===== config.mk =====
export PLATFORM = sky130hd
export DESIGN_NAME = event_link_tx
export DESIGN_NICKNAME = d
export VERILOG_FILES = /design/src/shared/event_link_pkg.sv /design/src/verilog/event_link_tx.sv /design/src/verilog/event_skid_buffer.sv
export VERILOG_INCLUDE_DIRS = /design/src /design/src/shared
export SDC_FILE = /design/constraint.sdc
export NUM_CORES = 1
export LEC_CHECK = 0
export ABC_AREA = 1
export BUFFER_PORTS_ARGS = -buffer_cell sky130_fd_sc_hd__buf_2
export CAP_MARGIN = 25
export CELL_PAD_IN_SITES_DETAIL_PLACEMENT = 0
export CELL_PAD_IN_SITES_GLOBAL_PLACEMENT = 1
export CORE_UTILIZATION = 35
export CTS_BUF_LIST = sky130_fd_sc_hd__clkbuf_4 sky130_fd_sc_hd__clkbuf_8
export DETAILED_ROUTE_END_ITERATION = 6
export PLACE_DENSITY = 0.63
export SYNTH_ARGS = -nofsm -noshare
export SYNTH_HDL_FRONTEND = slang
export SYNTH_HIERARCHICAL = 1
export SYNTH_SLANG_ARGS = --single-unit

===== constraint.sdc =====
create_clock -name clock -period 2.6 [get_ports clock]
set_input_delay 0.52 -clock clock [delete_from_list [all_inputs] [get_ports clock]]
set_output_delay 0.52 -clock clock [all_outputs]
set_load 0.01 [all_outputs]

===== src/shared/event_link_defs.svh =====
// Purpose: timing and field constants for the event serial link
// Assumes: 100 MHz system clock, link clock is system clock divided by two
// Notes:   included by the package and by the design modules
`ifndef EVENT_LINK_DEFS_SVH
`define EVENT_LINK_DEFS_SVH
`define EVL_EVENT_W      8
`define EVL_CNT_W        5
`define EVL_CNT_FIRST    5'h01
`define EVL_START_LAST   5'h09
`define EVL_DATA_FIRST   5'h0a
`define EVL_DATA_LAST    5'h11
`define EVL_TURN_FIRST   5'h12
`define EVL_CNT_LAST     5'h13
`define EVL_DIV_W        1
`define EVL_DIV_LAST     1'h1
`define EVL_BUF_DEPTH    2
`define EVL_EVENT_ZERO   8'h00
`endif


===== src/shared/event_link_pkg.sv =====
// Purpose: types shared by the event link transmitter and its buffer
// Assumes: constants come from event_link_defs.svh
// Notes:   bit 0 of the event word is the first bit on the line
`include "event_link_defs.svh"
package event_link_pkg;
  typedef struct packed {
    logic videoAccessEvent;
    logic ioTrapTwoEvent;
    logic ioTrapOneEvent;
    logic busMasterRequestEvent;
    logic diskAccessEvent;
    logic serialPortAccess;
    logic parallelPortAccess;
    logic stopGrantEvent;
  } event_word_s;
  typedef enum logic [1:0] {
    LINK_IDLE,
    LINK_START,
    LINK_DATA,
    LINK_TURN
  } link_state_e;
endpackage : event_link_pkg


===== src/verilog/event_link_tx.sv =====
// Purpose: transmitting end of the one-wire system event link
// Assumes: 100 MHz clock; link steps once per two clocks
// Notes:   event line is open-drain style: driven low or released high
`timescale 1ns/100ps
`include "event_link_defs.svh"
// Overview of operation
// - decoded events latch and trigger a frame
// - counter runs 1 to 19 driving states
// - active frame never interrupted, no event lost
// - at count 19 idle unless work pending
// - shifter serialises event word onto line
// - data phase moves level one to two
// - turnaround clears level two, rechecks level one
// - link clock is system clock halved
// - nine low start bits, counts 1 to 9
// - eight data bits, one means occurred
// - fixed event order stop-grant first, video last
// - turnaround ends frame, restart or idle
module event_link_tx
  import event_link_pkg::*;
(
  input  wire logic        clock,
  input  wire logic        resetn,
  input  wire event_word_s eventIn,
  input  wire logic        eventValid,
  output logic             eventReady,
  output logic             linkBusy,
  output logic             eventLinkOut,
  output logic             eventLinkOe
);
  link_state_e                state_r;
  link_state_e                state_nxt;
  logic [`EVL_CNT_W-1:0]      count_r;
  logic [`EVL_CNT_W-1:0]      count_nxt;
  logic [`EVL_DIV_W-1:0]      div_r;
  event_word_s                pend_r;
  event_word_s                pend_nxt;
  event_word_s                shift_r;
  event_word_s                shift_nxt;
  logic                       lineLow_r;
  logic                       lineLow_nxt;

  event_word_s                bufWord;
  logic                       bufValid;
  logic                       bufReady;
  wire  [`EVL_EVENT_W-1:0]    mergeBits;
  wire  [`EVL_EVENT_W-1:0]    shiftBits;

  // the machine owns the line from the first start bit to count 19
  function automatic logic frameActive(input link_state_e s);
    return (s != LINK_IDLE);
  endfunction : frameActive

  // a one is sent by releasing the line, a zero by pulling it low
  function automatic logic dataLow(input logic bitVal);
    return !bitVal;
  endfunction : dataLow

  // buffer absorbs words while level one is busy being merged
  event_skid_buffer u_buf (
    .clock    (clock),
    .resetn   (resetn),
    .inWord   (eventIn),
    .inValid  (eventValid),
    .inReady  (eventReady),
    .outWord  (bufWord),
    .outValid (bufValid),
    .outReady (bufReady)
  );

  wire linkTick   = (div_r == `EVL_DIV_LAST);
  wire pendAny    = (pend_r != `EVL_EVENT_ZERO);
  wire atLast     = (count_r == `EVL_CNT_LAST);
  wire atStartEnd = (count_r == `EVL_START_LAST);
  wire atDataEnd  = (count_r == `EVL_DATA_LAST);
  wire inStart    = (state_r == LINK_START);
  wire inData     = (state_r == LINK_DATA);
  wire inTurn     = (state_r == LINK_TURN);
  wire enterData  = linkTick && inStart && atStartEnd;
  wire dataStep   = linkTick && inData;
  wire turnStep   = linkTick && inTurn;
  wire startBegin = (state_nxt == LINK_START) && !inStart;
  // merging stalls only on the tick that hands level one to level two
  assign bufReady = !enterData;
  wire takeWord   = bufValid && bufReady;

  // level one keeps accumulating; events are ored, never dropped
  genvar gi;
  generate
    for (gi = 0; gi < `EVL_EVENT_W; gi++) begin : g_bit
      assign mergeBits[gi] = pend_r[gi] | (takeWord & bufWord[gi]);
      if (gi == `EVL_EVENT_W - 1) begin : g_top
        // the last bit out is followed by a zero, never a stale event
        assign shiftBits[gi] = 1'b0;
      end else begin : g_low
        assign shiftBits[gi] = shift_r[gi + 1];
      end
    end
  endgenerate

  always_comb begin
    state_nxt = state_r;
    case (state_r)
      LINK_IDLE: begin
        if (pendAny) state_nxt = LINK_START;
      end
      LINK_START: begin
        if (atStartEnd) state_nxt = LINK_DATA;
      end
      LINK_DATA: begin
        if (atDataEnd) state_nxt = LINK_TURN;
      end
      LINK_TURN: begin
        // events that came in meanwhile go out in the very next frame
        if (atLast) state_nxt = pendAny ? LINK_START : LINK_IDLE;
      end
      default: state_nxt = LINK_IDLE;
    endcase
  end

  // a fresh frame restarts the count, idle parks it below the first count
  always_comb begin
    count_nxt = count_r + 5'h01;
    if (startBegin) begin
      count_nxt = `EVL_CNT_FIRST;
    end else if (!frameActive(state_nxt)) begin
      count_nxt = `EVL_CNT_FIRST - 5'h01;
    end
  end

  // low in start bits, data bit shifted lsb first, high otherwise
  always_comb begin
    lineLow_nxt = 1'b0;
    case (state_nxt)
      LINK_START: begin
        lineLow_nxt = 1'b1;
      end
      LINK_DATA: begin
        // bit 0 of the shifter is on the line now, bit 1 goes next
        if (enterData) lineLow_nxt = dataLow(pend_r[0]);
        else lineLow_nxt = dataLow(shift_r[1]);
      end
      default: begin
        lineLow_nxt = 1'b0;
      end
    endcase
  end

  always_comb begin
    pend_nxt  = mergeBits;
    shift_nxt = shift_r;
    if (enterData) begin
      shift_nxt = pend_r;
      pend_nxt  = `EVL_EVENT_ZERO;
    end else if (dataStep) begin
      shift_nxt = shiftBits;
    end else if (turnStep) begin
      shift_nxt = `EVL_EVENT_ZERO;
    end
  end

  // divider phase restarts with reset; the far end locks to the line
  always_ff @(posedge clock) begin
    if (!resetn) begin
      div_r <= '0;
    end else begin
      div_r <= div_r + 1'b1;
    end
  end

  always_ff @(posedge clock) begin
    if (!resetn) begin
      state_r <= LINK_IDLE;
    end else if (linkTick) begin
      state_r <= state_nxt;
    end
  end

  always_ff @(posedge clock) begin
    if (!resetn) begin
      count_r <= '0;
    end else if (linkTick) begin
      count_r <= count_nxt;
    end
  end

  always_ff @(posedge clock) begin
    if (!resetn) begin
      lineLow_r <= 1'b0;
    end else if (linkTick) begin
      lineLow_r <= lineLow_nxt;
    end
  end

  // level one keeps taking words while level two is shifted out
  always_ff @(posedge clock) begin
    if (!resetn) begin
      pend_r <= `EVL_EVENT_ZERO;
    end else begin
      pend_r <= pend_nxt;
    end
  end

  always_ff @(posedge clock) begin
    if (!resetn) begin
      shift_r <= `EVL_EVENT_ZERO;
    end else begin
      shift_r <= shift_nxt;
    end
  end

  // the pin only ever pulls low; the pull-up supplies the high level
  assign eventLinkOut = 1'b0;
  assign eventLinkOe  = !lineLow_r;
  assign linkBusy     = frameActive(state_r);
endmodule : event_link_tx


===== src/verilog/event_skid_buffer.sv =====
// Purpose: two-entry buffer with valid and ready on both sides
// Assumes: single clock, synchronous active-low reset
// Notes:   inReady is low only when both entries hold words
`timescale 1ns/100ps
`include "event_link_defs.svh"
module event_skid_buffer
  import event_link_pkg::*;
(
  input  wire logic        clock,
  input  wire logic        resetn,
  input  wire event_word_s inWord,
  input  wire logic        inValid,
  output logic             inReady,
  output event_word_s      outWord,
  output logic             outValid,
  input  wire logic        outReady
);
  event_word_s mem_r [`EVL_BUF_DEPTH];
  logic        wrPtr_r;
  logic        rdPtr_r;
  logic [1:0]  fill_r;
  wire         doPush = inValid && inReady;
  wire         doPop  = outValid && outReady;

  assign inReady  = (fill_r != 2'h2);
  assign outValid = (fill_r != 2'h0);
  assign outWord  = mem_r[rdPtr_r];

  always_ff @(posedge clock) begin
    if (!resetn) begin
      wrPtr_r <= 1'b0;
      rdPtr_r <= 1'b0;
      fill_r  <= 2'h0;
    end else begin
      if (doPush) wrPtr_r <= ~wrPtr_r;
      if (doPop) rdPtr_r <= ~rdPtr_r;
      fill_r <= fill_r + {1'b0, doPush} - {1'b0, doPop};
    end
  end

  always_ff @(posedge clock) begin
    if (doPush) mem_r[wrPtr_r] <= inWord;
  end
endmodule : event_skid_buffer


# [After elaboration in Yosys (flattened, before gate mapping)]
# Memories as Yosys holds them, arrays and structs flattened. A register that Yosys moved wholly into a read port is not among the register bits.
# Index checks and enable logic that the tools add are counted.
[classes] n_addsub=4 n_eq_ne=9 muxes=17 bitwise_logic=19 n_reduce_logical=19
[ops] op="8-bit two-way mux" count=3
[ops] op="5-bit equality test (second input constant)" count=2
[ops] op="5-bit two-way mux" count=2
[ops] op="1-bit AND" count=8
[ops] op="2-bit two-way mux" count=4
[ops] op="1-bit bitwise OR" count=8
[ops] op="2-bit case mux with 4 select lines" count=1
[ops] op="8-bit nonzero test" count=1
[ops] op="1-bit logical AND" count=7
[ops] op="2-bit equality test (second input constant)" count=3
[ops] op="1-bit two-way mux" count=6
[ops] op="2-bit nonzero test" count=3
[ops] op="5-bit by 1-bit adder with 5-bit output (second input constant)" count=1
[ops] op="5-bit by 4-bit equality test with 1-bit output (second input constant)" count=1
[ops] op="1-bit zero test" count=5
[ops] op="2-bit by 1-bit equality test with 1-bit output (second input constant)" count=2
[ops] op="1-bit NOT" count=3
[ops] op="3-bit nonzero test" count=1
[ops] op="2-bit by 1-bit adder with 2-bit output" count=1
[ops] op="2-bit zero test" count=1
[ops] op="2-bit inequality test (second input constant)" count=1
[ops] op="1-bit case mux with 2 select lines" count=1
[ops] op="2-bit OR reduction" count=1
[ops] op="2-bit by 1-bit subtractor with 2-bit output" count=1
[ops] op="1-bit adder (second input constant)" count=1
[totals] regBits=28 ram_bits=16 in_bits=11 out_inout_bits=4 n_memories=1
[memory_table] name="u_buf.mem_r" depth=2 width=8 rd=1 rd_ports_with_merged_regs=1 write_ports=1 line="event_skid_buffer.sv:18" rtl="event_word_s mem_r [`EVL_BUF_DEPTH];"

# [Depth between registers and ports, before layout]
[logic_depth] word_depth=7 ltp_mapped=15 ltp_nobuf=15

# [Modules after synthesis]
# The synthesis kept the hierarchy.
[by_module_without_submodules] mod="event_link_tx" instances=1 cells_per_inst=169 area_each_um2=1209.9 seq_area_each_um2=480.5
[by_module_without_submodules] mod="event_skid_buffer" instances=1 cells_per_inst=61 area_each_um2=872.1 seq_area_each_um2=580.6

# [Worst setup path before layout]
# OpenSTA, ideal clock, no wires.
[synth_timing] kind="register to register" start="reg count_r[0]" end="reg u_buf.fill_r[1]" setup_time_ps=115 arrival_ps=1924 slack_ps=562 path_stages_with_launch=14 n_path_buf=0 period_less_slack_ps=2038 path_cell_list="dfxtp_1 > ha_1 > nand2_1 > nor2_4 > nand3_1 > inv_1 > nor2_4 > ha_1 > inv_1 > ha_1 > inv_1 > nand2_1 > a21oi_1 > nor2_1"
[synth_between] elab_chain_cells=5
[synth_lines] element="from (decl)" line="event_link_tx.sv:33" rtl="logic [`EVL_CNT_W-1:0] count_r;"
[synth_lines] element="from (signal assigned)" line="event_link_tx.sv:183" rtl="count_r <= count_nxt;"
[synth_lines] element="5-bit by 4-bit equality test with 1-bit output (no line)"
[synth_lines] element="1-bit logical AND" line="event_link_tx.sv:79" rtl="wire enterData = linkTick && inStart && atStartEnd;"
[synth_lines] element="1-bit zero test" line="event_link_tx.sv:84" rtl="assign bufReady = !enterData;"
[synth_lines] element="net bufReady" line="event_link_tx.sv:45" rtl="logic bufReady;"
[synth_lines] element="1-bit logical AND" line="event_skid_buffer.sv:23" rtl="wire doPop = outValid && outReady;"
[synth_lines] element="net u_buf.doPop" line="event_skid_buffer.sv:23"
[synth_lines] element="2-bit by 1-bit subtractor with 2-bit output" line="event_skid_buffer.sv:37" rtl="fill_r <= fill_r + {1'b0, doPush} - {1'b0, doPop};"
[synth_lines] element="to (signal assigned)" line="event_skid_buffer.sv:37"
[synth_lines] element="to (decl)" line="event_skid_buffer.sv:21" rtl="logic [1:0] fill_r;"
# The timed path passes the listed nets, and every way through them passes these cells.
# A chain may end at the register's enable or synchronous reset.

# [Worst setup path after layout]
# Ends and elaborated chain as after synthesis.

==> results_tabular.tex <==
\begin{tabular}{lr}
\hline
Metric & Value \\
\hline
\multicolumn{2}{l}{\textbf{Outcome}} \\
Result of the run & complete, no violations \\
\multicolumn{2}{l}{\textbf{Logic synthesis}} \\
Number of instances in the synthesized netlist & 230 \\
Summed instance area of the synthesized netlist & 2080 um2 \\
Share of the yosys chip area belonging to registers & 51.0\% \\
Flops \& latches, synth & 45 \\
Yosys Warn Count & 6 \\
Count of cell types in the netlist & 27 \\
Cell type with the largest total area after synthesis & sky130\_fd\_sc\_hd\_\_dfxtp\_1 \\
Average footprint of a synthesized cell & 9.05 um2 \\
Portion of synthesized cell area occupied by the leading cell type & 27.9\% \\
Post-synthesis net count & 248 \\
Dominant cells by area after synthesis & sky130\_fd\_sc\_hd\_\_dfxtp\_1 (28\%), sky130\_fd\_sc\_hd\_\_edfxtp\_1 (23\%), sky130\_fd\_sc\_hd\_\_nand3\_1 (6.3\%) \\
\multicolumn{2}{l}{\textbf{Placement}} \\
GPL Wtd Cong & 0.763 \\
DP HPWL & 2.64 mm \\
IO buf count & 13 \\
\multicolumn{2}{l}{\textbf{Final layout}} \\
Combined flip-flop and latch cell area & 1060 um2 \\
Filler Cell Count & 611 \\
Area used by multi-input combinational logic & 845 um2 \\
Fraction of final layout cells sized beyond drive strength 1 & 18.6\% \\
Area growth from synthesis to final layout & 10.2\% \\
Number of antenna cells inserted & 0 \\
Number of nets in the finished design & 264 \\
\multicolumn{2}{l}{\textbf{Clock network}} \\
Clock tree from TritonCTS & built \\
Max clock buf depth & 2 \\
Clk\_lat worst skew & 300 ps \\
Clock tree root driver cell & sky130\_fd\_sc\_hd\_\_clkbuf\_8 \\
Buffers inserted by post-CTS timing repair & 0 \\
Clock edge transition at the registers on the reported setup and hold paths & 90 ps \\
Number of buffers inserted during clock tree synthesis & 5 \\
Gates resized, CTS repair & 0 \\
Clock net sink count & 45 \\
Deepest level of the CTS H-tree & 2 \\
Number of hold buffers added after cts & 0 \\
\multicolumn{2}{l}{\textbf{Drt}} \\
Final routed DRC violation total & 0 \\
First drt pass iteration count & 4 \\
Wire length reported by the detailed router & 3.57 mm \\
Initial detailed-routing violation count & 65 \\
Via Count & 1,479 \\
Via-to-Cell Ratio & 4.64 \\
Post-route ant nets & 0 \\
Average wire per standard cell & 11.2 um \\
\multicolumn{2}{l}{\textbf{Timing}} \\
Worst relative slew slack & 55.5\% \\
Post-route setup TNS & 0 ps \\
RSZ-0062 raised after global routing & no \\
Achievable Freq & 473 MHz \\
Hold Vio Cnt, Final & 0 \\
Hold slack final & 405 ps \\
Final Cycle Share & 81.3\% \\
Worst-case clock skew & 11.8 ps \\
Finish-stage setup viols & 0 \\
Worst-margin pin slew & 664 ps \\
Minimum clock period after layout & 2110 ps \\
Final Max Tran Viols & 0 \\
\multicolumn{2}{l}{\textbf{Global routing}} \\
First-pass GRT wire length & 6.32 mm \\
Largest net degree at the start of global routing & 17 \\
Overflow left after global routing & 0 \\
Via count of the first global-routing pass & 1,396 \\
Total global-route track usage & 13.1\% \\
Antenna violations before repair & 0 \\
\multicolumn{2}{l}{\textbf{Worst setup path}} \\
Kind of end point of the critical path & register \\
Worst EP arrival & 2310 ps \\
Category of the most critical setup path & register to register \\
Category of the worst setup path launch point & register \\
Largest stage delay on the critical path & 410 ps \\
Critical path required time & 2790 ps \\
Critical-path cell with the highest stage delay & sky130\_fd\_sc\_hd\_\_dfxtp\_1 \\
Critical path peak fanout & 6 \\
Worst-path cell chain & ha\_1, nand2\_1, nor2\_4, nand3\_1, inv\_1, nor2\_4, ha\_1, inv\_1, ha\_1, inv\_1, nand2\_1, a21oi\_1, nor2\_1 \\
\multicolumn{2}{l}{\textbf{Power}} \\
Leak & 0.964 nW \\
Net load switching power & 0.655 mW \\
Power density relative to cell area & 855 nW/um2 \\
Share of total power in sequential cells & 48.7\% \\
Internal Dissipation & 1.31 mW \\
Worst IR drop on VDD & 0.000425 V \\
Part of the power in the clock network & 22.4\% \\
Switching power as a share of total power & 33.4\% \\
Proportion of power drawn by combinational gates & 29.0\% \\
\multicolumn{2}{l}{\textbf{Floorplan}} \\
Core footprint & 5610 um2 \\
Die span in y & 79.1 um \\
Number of ports placed on the die boundary & 15 \\
Die footprint & 6260 um2 \\
Starting Density & 37.1\% \\
Placement row count & 27 \\
Die W & 79.1 um \\
\multicolumn{2}{l}{\textbf{Hold path}} \\
Worst min path class & input pin to register \\
\multicolumn{2}{l}{\textbf{Flow run}} \\
Max-capacitance violation count & 0 \\
\hline
\end{tabular}
==> synth_stat cells <==
cell,number
sky130_fd_sc_hd__a21oi_1,19
sky130_fd_sc_hd__a31oi_1,2
sky130_fd_sc_hd__and2_1,1
sky130_fd_sc_hd__buf_4,2
sky130_fd_sc_hd__buf_6,2
sky130_fd_sc_hd__clkbuf_1,1
sky130_fd_sc_hd__conb_1,1
sky130_fd_sc_hd__dfxtp_1,29
sky130_fd_sc_hd__edfxtp_1,16
sky130_fd_sc_hd__ha_1,7
sky130_fd_sc_hd__inv_1,33
sky130_fd_sc_hd__inv_2,3
sky130_fd_sc_hd__mux2_4,8
sky130_fd_sc_hd__nand2_1,32
sky130_fd_sc_hd__nand2_2,3
sky130_fd_sc_hd__nand2_4,3
sky130_fd_sc_hd__nand3_1,26
sky130_fd_sc_hd__nand3_2,1
sky130_fd_sc_hd__nand4_1,3
sky130_fd_sc_hd__nor2_1,20
sky130_fd_sc_hd__nor2_2,3
sky130_fd_sc_hd__nor2_4,2
sky130_fd_sc_hd__nor3_1,2
sky130_fd_sc_hd__o21ai_0,8
sky130_fd_sc_hd__o22ai_1,1
sky130_fd_sc_hd__or2_2,1
sky130_fd_sc_hd__xor2_1,1
==> stage by stage <==
stage | util [%] | std cells | setup WS, ps | area, um2 | power [mW]
finish | 40.9 | 319 | 487 | 2290 | 1.96
detailed placement | 39.3 | 311 | 499 | 2200 | 1.55
CTS | 40.9 | 319 | 477 | 2290 | 1.99
global placement | 39.3 | 311 | 559 | 2200 | 1.55
floorplan | - | 230 | 562 | 2080 | 1.44
global route | 40.9 | 319 | 243 | 2290 | 2.12
==> layout by cell type (no fill, tap or decap), drive strengths merged, types with 3 or more instances in the layout <==
master   n
clkbuf   5
mux2     8
nand3   27
nand2   38
buf     14
a21oi   19
nand4    3
inv     36
nor2    25
dfxtp   29
o21ai    8
ha       7
edfxtp  16
==> cells by family after synthesis <==
| group | Yosys count | share of synthesized area (%) |
|---|---|---|
| simple gates | 97 | 22.6 |
| other cells | 1 | 0.180 |
| compound gates | 30 | 7.39 |
| buf+inv | 41 | 8.47 |
| fa+ha+maj | 7 | 4.21 |
| xor+xnor | 1 | 0.421 |
| mux | 8 | 5.77 |
| flops | 45 | 51.0 |
==> worst max-delay path, delay by kind of cell, from the launching register on <==
family	cells	cell delay [ps]
adder cells (fa/ha/maj)	3	650
flip-flops	1	410
AO/OA/AOI/OAI	1	120
buffers and inverters	3	220
AND/OR/NAND/NOR	6	610
==> registers in the layout (all words and copies together) (netlist names), named ones only <==
register       flops
lineLow_r          1
count_r            5
state_r            2
u_buf/rdPtr_r      1
div_r              1
u_buf/mem_r       16
u_buf/wrPtr_r      1
shiftBits          7
pend_r             8
u_buf/fill_r       2
==> layout make-up <==
type / count / area share, %
timing repair buffer: 14 / 3.16
multi-input combinational: 144 / 36.8
tap: 72 / 3.93
clock inverter: 3 / 0.981
clock buffer: 5 / 3.00
inverter: 36 / 5.89
sequential: 45 / 46.2
==> power groups by stage <==
stage                     sequential [mW]  combinational (mW)  clock (mW)
final                               0.955               0.569       0.439
after detailed placement            0.973               0.575           0
after global placement              0.973               0.578           0
after global routing                0.976               0.655       0.491
after CTS                           0.957               0.577       0.454
after floorplan                     0.927               0.510           0
==> path summary, 6_finish.rpt <==
kind                      startpoint                          end  slack [ps]  cells after the start
min                       eventIn[4]  u_buf/mem_r[1][4]$_DFFE_PP_         410                      1
max reg2reg  count_r[0]$_SDFFE_PN0P_   u_buf/fill_r[1]$_SDFF_PN0_         490                     13
min reg2reg   lineLow_r$_SDFFE_PN0P_       lineLow_r$_SDFFE_PN0P_         450                      2
max          count_r[0]$_SDFFE_PN0P_   u_buf/fill_r[1]$_SDFF_PN0_         490                     13
==> per-layer routing <==
layer	routed length, um	GRT usage, %
met2	1590	20.9
met3	145	3.68
met4	82	6.55
met5	0	0
met1	1750	16.1
Power figures use the tool's default switching activity.
